### src/include/pmr_pkg.sv
// package for the power manager register bank: offsets, resets, timing
// assumes a single 50 MHz clock domain and a 7-bit i2c slave front end
//
// Notes on behaviour
// - answer i2c at address 0x43, changeable
// - read-only version byte at register 0x00
// - own bus address at 0x01, kept
// - lamp follows two-bit setting while host on
// - lamp off when host off, pulse when busy
// - last four samples shift in at 0x23
// - history zero untouched, nonzero on contact
// - long hold powers host off
// - charge cycle count per measurement, default 20
// - low-pass baseline tracks average reading
// - touch when reading above base+thr+hyst
// - release when reading below base+thr-hyst
// - two writable kept oscillator trim bytes
// - input voltage at 0x21, 10-bit little-endian
// - battery voltage at 0x1D, 10-bit little-endian
// - output voltage at 0x1F, 10-bit little-endian
// - configuration survives power loss
// - system tick slow and imprecise
package pmr_pkg;
    localparam logic [6:0] PMR_ADDR_RESET = 7'h43;
    // arbitrary neutral version value
    localparam logic [7:0] PMR_VERSION = 8'hA5;
    localparam logic [7:0] PMR_OFF_VERSION = 8'h00;
    localparam logic [7:0] PMR_OFF_ADDR = 8'h01;
    localparam logic [7:0] PMR_OFF_LAMP = 8'h02;
    localparam logic [7:0] PMR_OFF_CYCLES = 8'h03;
    localparam logic [7:0] PMR_OFF_LEVEL = 8'h04;
    localparam logic [7:0] PMR_OFF_MARGIN = 8'h05;
    localparam logic [7:0] PMR_OFF_RTRIM = 8'h06;
    localparam logic [7:0] PMR_OFF_FTRIM = 8'h07;
    localparam logic [7:0] PMR_OFF_VBAT = 8'h1D;
    localparam logic [7:0] PMR_OFF_OUTPUT_VOLTAGE_READING = 8'h1F;
    localparam logic [7:0] PMR_OFF_VIN = 8'h21;
    localparam logic [7:0] PMR_OFF_TOUCH = 8'h23;
    localparam logic [7:0] PMR_LAMP_RESET = 8'h01;
    localparam logic [7:0] PMR_CYCLES_RESET = 8'h14;
    localparam logic [7:0] PMR_LEVEL_RESET = 8'h0C;
    localparam logic [7:0] PMR_MARGIN_RESET = 8'h02;
    localparam logic [7:0] PMR_TRIM_RESET = 8'h00;
    localparam logic [1:0] PMR_LAMP_OFF = 2'h0;
    localparam logic [1:0] PMR_LAMP_ON = 2'h1;
    localparam logic [1:0] PMR_LAMP_PULSE = 2'h2;
    localparam logic [1:0] PMR_LAMP_FAST = 2'h3;
    // history bits that must all be set to count as a long hold
    localparam logic [3:0] PMR_HOLD_MASK = 4'hF;
    // baseline filter shift (1/16 step per tick)
    localparam int PMR_BASE_SHIFT = 4;
    // lamp timing in ns (fast blink half period, pulse ramp period) and derived cycles at 50 MHz
    localparam int PMR_CLK_NS = 20;
    localparam int PMR_FAST_NS = 100_000_000;
    localparam int PMR_FAST_CYC = PMR_FAST_NS / PMR_CLK_NS;
    localparam int PMR_PULSE_NS = 1_000_000_000;
    localparam int PMR_PULSE_CYC = PMR_PULSE_NS / PMR_CLK_NS;
    // pulse pwm resolution: 8-bit duty ramp
    localparam int PMR_PWM_BITS = 8;
    typedef enum logic [3:0] {
        PMR_HOST_OFF = 4'b0001,
        PMR_HOST_BOOT = 4'b0010,
        PMR_HOST_ON = 4'b0100,
        PMR_HOST_SHDN = 4'b1000
    } pmr_host_t;
endpackage

### src/hw/pmr_regs.sv
// register bank of the battery power manager, reached as an i2c slave
// assumes scl and sda sampled synchronously, open-drain sda split in three
`timescale 1ns/1ps
module pmr_regs
    import pmr_pkg::*;
(
    input wire logic clk,
    input wire logic reset_n,
    input wire logic scl_in,
    input wire logic sda_in,
    output logic sda_out,
    output logic sda_oe,
    input wire logic sys_tick,
    input wire logic [15:0] touch_reading,
    input wire logic [9:0] vbat_sample,
    input wire logic [9:0] output_voltage_reading_sample,
    input wire logic [9:0] vin_sample,
    input wire logic host_boot_req,
    input wire logic host_up,
    input wire logic host_down,
    input wire logic [7:0] store_addr,
    input wire logic [7:0] store_lamp,
    input wire logic [7:0] store_cycles,
    input wire logic [7:0] store_level,
    input wire logic [7:0] store_margin,
    input wire logic [7:0] store_rtrim,
    input wire logic [7:0] store_ftrim,
    input wire logic store_load,
    output logic store_write,
    output logic [7:0] store_index,
    output logic [7:0] store_data,
    output logic [7:0] charge_cycles,
    output logic [7:0] osc_range_trim,
    output logic [7:0] osc_fine_trim,
    output logic host_power_en,
    output logic power_indicator_lamp
);
    typedef enum logic [5:0] {
        PMR_BUS_IDLE = 6'b000001,
        PMR_BUS_ADDR = 6'b000010,
        PMR_BUS_ACK = 6'b000100,
        PMR_BUS_WRITE = 6'b001000,
        PMR_BUS_READ = 6'b010000,
        PMR_BUS_RACK = 6'b100000
    } pmr_bus_t;

    pmr_bus_t bus_reg;
    pmr_host_t host_reg;
    logic scl_q, sda_q;
    logic scl_rise, scl_fall, start_seen, stop_seen;
    logic [7:0] shift_reg;
    logic [2:0] bit_reg;
    logic is_read_reg, have_ptr_reg, acking_reg;
    logic [7:0] ptr_reg;
    logic [7:0] addr_reg, lamp_reg, cycles_reg, level_reg, margin_reg;
    logic [7:0] rtrim_reg, ftrim_reg;
    logic [3:0] history;
    logic touched;
    logic [7:0] rd_byte;
    logic wr_strobe;
    logic [31:0] fast_cnt_reg;
    logic [31:0] pulse_cnt_reg;
    logic fast_phase_reg;
    logic [PMR_PWM_BITS-1:0] pwm_cnt_reg;
    logic pulse_level;

    // register read mux, shared by read shift and checks
    function automatic logic [7:0] pmr_read(input logic [7:0] idx);
        unique case (idx)
            PMR_OFF_VERSION: pmr_read = PMR_VERSION; // fixed code
            PMR_OFF_ADDR: pmr_read = {1'b0, addr_reg[6:0]};
            PMR_OFF_LAMP: pmr_read = lamp_reg;
            PMR_OFF_CYCLES: pmr_read = cycles_reg;
            PMR_OFF_LEVEL: pmr_read = level_reg;
            PMR_OFF_MARGIN: pmr_read = margin_reg;
            PMR_OFF_RTRIM: pmr_read = rtrim_reg;
            PMR_OFF_FTRIM: pmr_read = ftrim_reg;
            PMR_OFF_VBAT: pmr_read = vbat_sample[7:0];
            8'h1E: pmr_read = {6'h00, vbat_sample[9:8]};
            PMR_OFF_OUTPUT_VOLTAGE_READING: pmr_read = output_voltage_reading_sample[7:0];
            8'h20: pmr_read = {6'h00, output_voltage_reading_sample[9:8]};
            PMR_OFF_VIN: pmr_read = vin_sample[7:0];
            8'h22: pmr_read = {6'h00, vin_sample[9:8]};
            PMR_OFF_TOUCH: pmr_read = {4'h0, history};
            default: pmr_read = 8'h00;
        endcase
    endfunction

    // bus line edge detection
    always_ff @(posedge clk or negedge reset_n) begin
        if (!reset_n) begin
            scl_q <= 1'b1;
            sda_q <= 1'b1;
        end else begin
            scl_q <= scl_in;
            sda_q <= sda_in;
        end
    end
    assign scl_rise = scl_in && !scl_q;
    assign scl_fall = !scl_in && scl_q;
    assign start_seen = scl_in && scl_q && sda_q && !sda_in;
    assign stop_seen = scl_in && scl_q && !sda_q && sda_in;
    assign rd_byte = pmr_read(ptr_reg);

    // i2c slave sequencer
    always_ff @(posedge clk or negedge reset_n) begin
        if (!reset_n) begin
            bus_reg <= PMR_BUS_IDLE;
            shift_reg <= 8'h00;
            bit_reg <= 3'h0;
            is_read_reg <= 1'b0;
            have_ptr_reg <= 1'b0;
            acking_reg <= 1'b0;
            ptr_reg <= 8'h00;
        end else if (start_seen) begin
            bus_reg <= PMR_BUS_ADDR;
            bit_reg <= 3'h0;
            have_ptr_reg <= 1'b0;
        end else if (stop_seen) begin
            bus_reg <= PMR_BUS_IDLE;
        end else begin
            unique case (bus_reg)
                PMR_BUS_IDLE: begin
                end
                PMR_BUS_ADDR: if (scl_rise) begin
                    shift_reg <= {shift_reg[6:0], sda_in};
                    bit_reg <= bit_reg + 3'h1;
                    if (bit_reg == 3'h7) begin
                        acking_reg <= shift_reg[6:0] == addr_reg[6:0];
                        is_read_reg <= sda_in;
                        bus_reg <= PMR_BUS_ACK;
                    end
                end
                // ack slot opens at the fall after bit 8, ends at the next
                PMR_BUS_ACK: if (scl_fall) begin
                    if (!acking_reg) begin
                        bus_reg <= PMR_BUS_IDLE;
                    end else if (bit_reg == 3'h0) begin
                        bit_reg <= 3'h1;
                    end else if (is_read_reg) begin
                        shift_reg <= rd_byte;
                        bus_reg <= PMR_BUS_READ;
                        bit_reg <= 3'h0;
                    end else begin
                        bus_reg <= PMR_BUS_WRITE;
                        bit_reg <= 3'h0;
                    end
                end
                PMR_BUS_WRITE: if (scl_rise) begin
                    shift_reg <= {shift_reg[6:0], sda_in};
                    bit_reg <= bit_reg + 3'h1;
                    if (bit_reg == 3'h7) begin
                        acking_reg <= 1'b1;
                        bus_reg <= PMR_BUS_ACK;
                        is_read_reg <= 1'b0;
                        have_ptr_reg <= 1'b1;
                        // first byte sets pointer, data advances it
                        ptr_reg <= have_ptr_reg ? ptr_reg + 8'h01
                            : {shift_reg[6:0], sda_in};
                    end
                end
                PMR_BUS_READ: if (scl_fall) begin
                    shift_reg <= {shift_reg[6:0], 1'b0};
                    bit_reg <= bit_reg + 3'h1;
                    if (bit_reg == 3'h7) begin
                        bus_reg <= PMR_BUS_RACK;
                    end
                end
                PMR_BUS_RACK: if (scl_rise) begin
                    ptr_reg <= ptr_reg + 8'h01;
                    acking_reg <= !sda_in;
                end else if (scl_fall) begin
                    // sda stays free in the master's slot; next byte on fall
                    shift_reg <= rd_byte;
                    bit_reg <= 3'h0;
                    bus_reg <= acking_reg ? PMR_BUS_READ : PMR_BUS_IDLE;
                end
            endcase
        end
    end

    // write strobe on last data bit; the pointer byte itself is not data
    assign wr_strobe = bus_reg == PMR_BUS_WRITE && scl_rise
        && bit_reg == 3'h7 && have_ptr_reg && !start_seen && !stop_seen;
    assign store_write = wr_strobe;
    assign store_index = ptr_reg;
    assign store_data = {shift_reg[6:0], sda_in};

    // open drain: pull low for ack or a zero data bit
    assign sda_oe = (bus_reg == PMR_BUS_ACK && acking_reg && bit_reg == 3'h1)
        || (bus_reg == PMR_BUS_READ && !shift_reg[7]);
    assign sda_out = 1'b0;

    // config from non-volatile store; writes go back out to it
    always_ff @(posedge clk or negedge reset_n) begin
        if (!reset_n) begin
            addr_reg <= {1'b0, PMR_ADDR_RESET};
            lamp_reg <= PMR_LAMP_RESET;
            cycles_reg <= PMR_CYCLES_RESET;
            level_reg <= PMR_LEVEL_RESET;
            margin_reg <= PMR_MARGIN_RESET;
            rtrim_reg <= PMR_TRIM_RESET;
            ftrim_reg <= PMR_TRIM_RESET;
        end else if (store_load) begin
            addr_reg <= store_addr;
            lamp_reg <= store_lamp;
            cycles_reg <= store_cycles;
            level_reg <= store_level;
            margin_reg <= store_margin;
            rtrim_reg <= store_rtrim;
            ftrim_reg <= store_ftrim;
        end else if (wr_strobe) begin
            unique case (ptr_reg)
                PMR_OFF_ADDR: addr_reg <= {1'b0, store_data[6:0]};
                PMR_OFF_LAMP: lamp_reg <= store_data;
                PMR_OFF_CYCLES: cycles_reg <= store_data;
                PMR_OFF_LEVEL: level_reg <= store_data;
                PMR_OFF_MARGIN: margin_reg <= store_data;
                PMR_OFF_RTRIM: rtrim_reg <= store_data;
                PMR_OFF_FTRIM: ftrim_reg <= store_data;
                default: begin
                end
            endcase
        end
    end
    assign charge_cycles = cycles_reg;
    assign osc_range_trim = rtrim_reg;
    assign osc_fine_trim = ftrim_reg;

    // sampling only on the slow tick, whatever its rate
    pmr_touch u_touch (
        .clk(clk),
        .reset_n(reset_n),
        .reading_valid(sys_tick),
        .reading(touch_reading),
        .level(level_reg),
        .margin(margin_reg),
        .history(history),
        .touched(touched)
    );

    // host power state; a long hold during busy states is ignored
    always_ff @(posedge clk or negedge reset_n) begin
        if (!reset_n) begin
            host_reg <= PMR_HOST_OFF;
        end else begin
            unique case (host_reg)
                PMR_HOST_OFF: if (host_boot_req) host_reg <= PMR_HOST_BOOT;
                PMR_HOST_BOOT: if (host_up) host_reg <= PMR_HOST_ON;
                PMR_HOST_ON: if (history == PMR_HOLD_MASK)
                    host_reg <= PMR_HOST_SHDN;
                PMR_HOST_SHDN: if (host_down) host_reg <= PMR_HOST_OFF;
            endcase
        end
    end
    assign host_power_en = host_reg != PMR_HOST_OFF;

    // lamp pattern timers
    always_ff @(posedge clk or negedge reset_n) begin
        if (!reset_n) begin
            fast_cnt_reg <= 32'h0;
            fast_phase_reg <= 1'b0;
        end else if (fast_cnt_reg == 32'(PMR_FAST_CYC - 1)) begin
            fast_cnt_reg <= 32'h0;
            fast_phase_reg <= !fast_phase_reg;
        end else begin
            fast_cnt_reg <= fast_cnt_reg + 32'h1;
        end
    end
    // pulse: pwm duty ramps with the slow counter's top bits
    always_ff @(posedge clk or negedge reset_n) begin
        if (!reset_n) begin
            pulse_cnt_reg <= 32'h0;
            pwm_cnt_reg <= '0;
        end else begin
            pwm_cnt_reg <= pwm_cnt_reg + PMR_PWM_BITS'(1);
            pulse_cnt_reg <= (pulse_cnt_reg == 32'(PMR_PULSE_CYC - 1))
                ? 32'h0 : pulse_cnt_reg + 32'h1;
        end
    end
    // divide first: the product form overflows 32 bits over a full ramp
    assign pulse_level = pwm_cnt_reg < 8'(pulse_cnt_reg
        / 32'(PMR_PULSE_CYC / 256 + 1));

    // device owns the lamp outside the on state
    always_ff @(posedge clk or negedge reset_n) begin
        if (!reset_n) begin
            power_indicator_lamp <= 1'b0;
        end else if (host_reg == PMR_HOST_OFF) begin
            power_indicator_lamp <= 1'b0;
        end else if (host_reg != PMR_HOST_ON) begin
            power_indicator_lamp <= pulse_level;
        end else begin
            unique case (lamp_reg[1:0])
                PMR_LAMP_OFF: power_indicator_lamp <= 1'b0;
                PMR_LAMP_ON: power_indicator_lamp <= 1'b1;
                PMR_LAMP_PULSE: power_indicator_lamp <= pulse_level;
                PMR_LAMP_FAST: power_indicator_lamp <= fast_phase_reg;
            endcase
        end
    end

    a_lamp_off: assert property (@(posedge clk) disable iff (!reset_n)
        host_reg == PMR_HOST_OFF |=> !power_indicator_lamp)
        else $error("lamp lit while host off");
    a_lamp_steady: assert property (@(posedge clk) disable iff (!reset_n)
        host_reg == PMR_HOST_ON && lamp_reg[1:0] == PMR_LAMP_ON
        |=> power_indicator_lamp)
        else $error("lamp not on for steady setting");
    a_ro_kept: assert property (@(posedge clk) disable iff (!reset_n)
        wr_strobe && !store_load && (ptr_reg == PMR_OFF_VERSION
        || ptr_reg == PMR_OFF_VBAT || ptr_reg == PMR_OFF_TOUCH)
        |=> $stable(lamp_reg) && $stable(addr_reg) && $stable(cycles_reg))
        else $error("write to read-only offset changed state");
    // contact shows in the touch byte
    a_touch_seen: assert property (@(posedge clk) disable iff (!reset_n)
        touched |-> pmr_read(PMR_OFF_TOUCH) != 8'h00)
        else $error("touch byte zero during contact");
    a_hist_zero: assert property (@(posedge clk) disable iff (!reset_n)
        history == 4'h0 |-> pmr_read(PMR_OFF_TOUCH) == 8'h00)
        else $error("touch byte nonzero without contact");
    a_hold_shdn: assert property (@(posedge clk) disable iff (!reset_n)
        host_reg == PMR_HOST_ON && history == PMR_HOLD_MASK
        |=> host_reg == PMR_HOST_SHDN)
        else $error("long hold did not start shutdown");
    // pointer steps after a read byte
    a_ptr_step: assert property (@(posedge clk) disable iff (!reset_n)
        bus_reg == PMR_BUS_RACK && scl_rise && !start_seen && !stop_seen
        |=> ptr_reg == $past(ptr_reg) + 8'h01)
        else $error("pointer did not advance after read");
endmodule

### src/hw/pmr_touch.sv
// touch detector: baseline filter, hysteresis compare, sample history
// assumes one reading per tick, presented with reading_valid
`timescale 1ns/1ps
module pmr_touch
    import pmr_pkg::*;
(
    input wire logic clk,
    input wire logic reset_n,
    input wire logic reading_valid,
    input wire logic [15:0] reading,
    input wire logic [7:0] level,
    input wire logic [7:0] margin,
    output logic [3:0] history,
    output logic touched
);
    logic [19:0] base_reg;
    logic [15:0] base;
    logic [17:0] on_mark;
    logic [17:0] off_mark;
    logic primed_reg;
    logic touch_next;

    assign base = base_reg[19:4];
    assign on_mark = {2'b00, base} + {10'h000, level} + {10'h000, margin};
    assign off_mark = ({2'b00, base} + {10'h000, level} > {10'h000, margin})
        ? {2'b00, base} + {10'h000, level} - {10'h000, margin} : 18'h00000;

    // baseline low-pass; frozen while touched so a hold is not absorbed
    always_ff @(posedge clk or negedge reset_n) begin
        if (!reset_n) begin
            base_reg <= 20'h00000;
            primed_reg <= 1'b0;
        end else if (reading_valid) begin
            primed_reg <= 1'b1;
            if (!primed_reg) begin
                base_reg <= {reading, 4'h0};
            end else if (!touched) begin
                base_reg <= base_reg + {4'h0, reading}
                    - {4'h0, base_reg[19:PMR_BASE_SHIFT]};
            end
        end
    end

    // detect decision with hysteresis, also fed to the history
    always_comb begin
        touch_next = touched;
        if (primed_reg && !touched && {2'b00, reading} > on_mark) begin
            touch_next = 1'b1;
        end else if (primed_reg && touched
            && {2'b00, reading} < off_mark) begin
            touch_next = 1'b0;
        end
    end
    always_ff @(posedge clk or negedge reset_n) begin
        if (!reset_n) begin
            touched <= 1'b0;
        end else if (reading_valid) begin
            touched <= touch_next;
        end
    end

    // history shifts in at bit 0
    always_ff @(posedge clk or negedge reset_n) begin
        if (!reset_n) begin
            history <= 4'h0;
        end else if (reading_valid) begin
            // newest decision, so the byte never lags the pad by a tick
            history <= {history[2:0], touch_next};
        end
    end

    // release only after leaving the band
    a_release_band: assert property (@(posedge clk) disable iff (!reset_n)
        $fell(touched) |-> $past(reading) < $past(off_mark))
        else $error("touch released inside hysteresis band");
    a_hist_shift: assert property (@(posedge clk) disable iff (!reset_n)
        reading_valid |=> history[3:1] == $past(history[2:0]))
        else $error("touch history did not shift upward");
    a_hist_new: assert property (@(posedge clk) disable iff (!reset_n)
        reading_valid |=> history[0] == touched)
        else $error("touch history bit 0 not the newest sample");
endmodule

### config.mk
export PLATFORM = sky130hd
export DESIGN_NAME = pmr_regs
export DESIGN_NICKNAME = d
export VERILOG_FILES = /design/src/include/pmr_pkg.sv /design/src/hw/pmr_regs.sv /design/src/hw/pmr_touch.sv
export SDC_FILE = /design/constraint.sdc
export NUM_CORES = 1
export LEC_CHECK = 0
export ABC_AREA = 1
export BUFFER_PORTS_ARGS = -buffer_cell sky130_fd_sc_hd__buf_2
export CELL_PAD_IN_SITES_DETAIL_PLACEMENT = 1
export CELL_PAD_IN_SITES_GLOBAL_PLACEMENT = 2
export CORE_AREA = 2 2 240 301
export DETAILED_ROUTE_END_ITERATION = 16
export DIE_AREA = 0 0 242 303
export GPL_TIMING_DRIVEN = 0
export PLACE_DENSITY = 0.87
export SYNTH_ARGS = -nofsm -noshare
export SYNTH_HDL_FRONTEND = slang
export SYNTH_SLANG_ARGS = --single-unit
### constraint.sdc
create_clock -name clk -period 20.9 [get_ports clk]
set_clock_uncertainty 0.05 [all_clocks]
set_input_delay 6.27 -clock clk [delete_from_list [all_inputs] [get_ports clk]]
set_output_delay 6.27 -clock clk [all_outputs]
set_load 0.1 [all_outputs]
==> results_tabular.tex <==
\begin{tabular}{lr}
\hline
Metric & Value \\
\hline
\multicolumn{2}{l}{\textbf{CTS}} \\
Clock transition time at the flip-flop clock pins of the worst setup and hold paths & 0.08 ns \\
Count of hold buffers inserted by post-cts repair & 0 \\
Number of H-tree levels & 4 \\
TritonCTS clock tree & yes \\
Number of buffers on the longest clock path & 2 \\
Number of buffers created by CTS & 17 \\
Count of instances resized after the clock tree is built & 0 \\
Insertion delay of the later-clocked pin in the worst-skew pair & 0.52 ns \\
Library cell used as clock root buffer & sky130\_fd\_sc\_hd\_\_clkbuf\_16 \\
Total clock sinks & 188 \\
Total setup buffers inserted after CTS & 0 \\
\multicolumn{2}{l}{\textbf{Worst setup path}} \\
Longest individual stage delay on the worst path & 0.46 ns \\
Required time of the critical path & 21.26 ns \\
Critical path class & register to register \\
Arrival time of data at the critical path endpoint & 16.50 ns \\
Length in cells of the worst reg-to-reg path & 129 \\
Reg2reg setup slack & 4.76 ns \\
Buf+Inv Stages, Crit Path & 17 \\
Kind of cell with the highest combined delay on the critical path & simple AND/OR/NAND/NOR gates \\
Startpoint type of the worst setup path & register \\
Critical path's slowest cell & sky130\_fd\_sc\_hd\_\_dfrtp\_1 \\
Maximum fanout along the worst path & 10 \\
Endpoint of the worst-slack reg-to-reg timing path & power\_indicator\_lamp \\
Beginning of the worst register-to-register path & pulse\_cnt\_reg[24] \\
Crit path capture type & register \\
Critical Path Most Common Cell & sky130\_fd\_sc\_hd\_\_nand2\_1 \\
\multicolumn{2}{l}{\textbf{Drt}} \\
DR DRC count & 0 \\
Count of routing violations after the opening detailed-route iteration & 966 \\
Vias & 27040 \\
Final antenna-violating net count & 0 \\
Final wirelength & 89760 µm \\
Number of vias per cell after detailed routing & 5.104 \\
Length of the first detailed-routing pass in iterations & 5 \\
Routed len/inst & 16.94 µm \\
Total routed wire length on the met1 layer & 40830 µm \\
Wire length on met2 & 45010 µm \\
Top sig layer & met4 \\
Met3 layer wire length in the routed design & 1887 µm \\
\multicolumn{2}{l}{\textbf{Timing}} \\
Part of the cycle the worst path needs & 77.24\% \\
Slew of the pin with the lowest slew margin & 1.397 ns \\
Number of endpoints failing setup at the final stage & 0 \\
Number of hold violations in the final report & 0 \\
Final number of max-transition violations & 0 \\
Unrepaired setup endpoints after global routing & false \\
Final total negative setup slack & 0 ns \\
Max-Slew Margin vs Limit & 6.128\% \\
FMAX & 61.95 MHz \\
Time the final worst path needs with I/O delays and setup & 16.14 ns \\
\multicolumn{2}{l}{\textbf{Final layout}} \\
Area occupied by multi-input gates & 18710 µm² \\
Count of placed standard cells in the final layout, fillers left out & 5298 \\
Final core utilization & 41.44\% \\
Final Net Count & 4573 \\
Area used by sequential logic in the layout & 4721 µm² \\
Fillers & 9575 \\
Area growth syn-to-layout & 9.813\% \\
Ratio of cells with drive above 1 in the final layout & 20.67\% \\
Antenna Diode Count & 0 \\
Final standard cell area without fillers & 29160 µm² \\
\multicolumn{2}{l}{\textbf{Worst hold path}} \\
Worst hold-check path type & register to register \\
Hold depth & 2 \\
Worst hold path startpoint & u\_touch.history[1] \\
Hold endpoint & u\_touch.history[2] \\
\multicolumn{2}{l}{\textbf{Die}} \\
Die Span X & 242 µm \\
Area of the core & 70370 µm² \\
I/O Pins & 156 \\
FP Rows & 109 \\
Vertical extent of the die & 303 µm \\
Initial core utilization & 37.74\% \\
Die Footprint & 73330 µm² \\
\multicolumn{2}{l}{\textbf{GRT}} \\
Initial antenna violation count & 1 \\
Total track usage & 24.67\% \\
Number of global-route vias before repair & 28110 \\
Largest net degree at the start of global routing & 106 \\
Global-route wire length before repair & 147500 µm \\
Total congestion overflow & 0 \\
\multicolumn{2}{l}{\textbf{Yosys}} \\
Fraction of the yosys area taken by sequential cells & 17.78\% \\
Count of distinct cell types in the synthesized netlist & 77 \\
Total of warnings raised by yosys & 0 \\
Synthesized netlist cell count & 4168 \\
Synthesized netlist net count & 4399 \\
Fraction of registers with async set/reset & 100.0\% \\
Cell area after synthesis & 26560 µm² \\
Number of synthesized flops with an enable pin & 0 \\
Count of state elements after synthesis & 188 \\
Mean area per synthesized cell & 6.372 µm² \\
Commonest register cell after synthesis & sky130\_fd\_sc\_hd\_\_dfrtp\_1 \\
\multicolumn{2}{l}{\textbf{Job}} \\
Max-capacitance violation count & 0 \\
\multicolumn{2}{l}{\textbf{Power}} \\
Overall power & 0.002190 W \\
Power density normalized to cell area & 75.10 nW/µm² \\
VDD IR max & 0.07220 mV \\
Leakage component of the power & 14.90 nW \\
\multicolumn{2}{l}{\textbf{Placement}} \\
Post-Place Cell Area & 28550 µm² \\
Final HPWL from detailed placement & 75060 µm \\
Number of input and output port buffers inserted & 152 \\
Global placement routability congestion & 0.8803 \\
Placed Cells & 5265 \\
\multicolumn{2}{l}{\textbf{Outcome}} \\
Outcome & complete, no violations \\
\hline
\end{tabular}
[final cells by class]
| class | instances | area share, % |
|---|---|---|
| Tap cell | 943 | 4.046 |
| Clock buffer | 17 | 1.459 |
| Clock inverter | 15 | 0.6307 |
| Buffer | 77 | 2.480 |
| Sequential cell | 188 | 16.19 |
| Timing Repair Buffer | 155 | 2.780 |
| Multi-Input combinational cell | 3266 | 64.16 |
| Inverter | 637 | 8.259 |
[stage by stage]
stage | worst slack, ns | hold slack (ns)
after floorplan | 6.642 | 0.3829
after global placement | 4.793 | 0.3998
after detailed placement | 4.566 | 0.4177
after CTS | 4.482 | 0.4357
after global routing | 2.992 | 0.4630
final | 4.757 | 0.4287
[layout by cell type, fill, tap and decap left out, types with 66 or more instances in the layout]
cell	instances
sky130_fd_sc_hd__nand2_1	1040
sky130_fd_sc_hd__inv_1	562
sky130_fd_sc_hd__nor2_1	412
sky130_fd_sc_hd__nand3_1	353
sky130_fd_sc_hd__nand2_2	246
sky130_fd_sc_hd__dfrtp_1	175
sky130_fd_sc_hd__buf_2	154
sky130_fd_sc_hd__o21ai_0	139
sky130_fd_sc_hd__a21oi_1	118
sky130_fd_sc_hd__xor2_1	110
sky130_fd_sc_hd__nand2_4	103
sky130_fd_sc_hd__ha_1	101
sky130_fd_sc_hd__o211ai_1	77
sky130_fd_sc_hd__inv_2	66
[Yosys cell counts, drive strengths merged (12+ instances only)]
master	count	share of area, %
a21oi	126	2.5
a221oi	12	0.40
a31oi	15	0.35
buf	52	2.4
clkbuf	25	0.36
dfrtp	175	16
dfstp	13	1.3
fa	19	1.4
ha	101	4.8
inv	632	9.0
nand2	1395	25
nand3	424	9.6
nand3b	18	0.56
nand4	57	1.5
nor2	506	8.8
nor3	66	1.3
nor4	25	0.59
o211ai	79	2.3
o21ai	200	4.1
o21bai	16	0.47
xnor2	24	0.79
xor2	111	3.7
[layer usage]
metal | global-route usage (%) | vias up
met4 | 6.981 | 0
li1 | - | 13710
met3 | 2.459 | 101
met2 | 44.96 | 315
met5 | 0 | -
met1 | 30.89 | 12910
[where the power goes]
group | internal (W) | switching [W]
clock | 0.000163 | 0.000194
sequential | 0.000426 | 0.0000810
combinational | 0.000462 | 0.000864
total | 0.00105 | 0.00114
[logic make-up (layout without fill, tap and decap cells)]
group | Yosys count | in the layout | synth area share [%]
AO/OA/AOI/OAI | 501 | 501 | 11.66
flip-flops | 188 | 188 | 17.78
other | 1 | 1 | 0.01412
AND/OR/NAND/NOR | 2509 | 2509 | 48.08
buffers and inverters | 714 | 901 | 11.79
adder cells (fa/ha/maj) | 120 | 120 | 6.190
XOR/XNOR | 135 | 135 | 4.480
[worst min-delay path, cell delays in order (launching register included)]
cell and delay (ns):
sky130_fd_sc_hd__dfrtp_1 0.34, sky130_fd_sc_hd__nand2_1 0.05, sky130_fd_sc_hd__o21ai_0 0.06
[worst max-delay path by stage]
| stage | from | to | slack [ns] | cells after the start |
|---|---|---|---|---|
| 2_1_floorplan | scl_in | store_write | 6.64 | 4 |
| 3_3_place_gp | pulse_cnt_reg[24] | power_indicator_lamp | 4.79 | 129 |
| 6_report | pulse_cnt_reg[24] | power_indicator_lamp | 4.76 | 129 |
| 3_5_place_dp | pulse_cnt_reg[24] | power_indicator_lamp | 4.57 | 129 |
| 5_1_grt | pulse_cnt_reg[24] | power_indicator_lamp | 2.99 | 128 |
| 4_1_cts | pulse_cnt_reg[24] | power_indicator_lamp | 4.48 | 129 |
(Power assumes the default switching activity.)
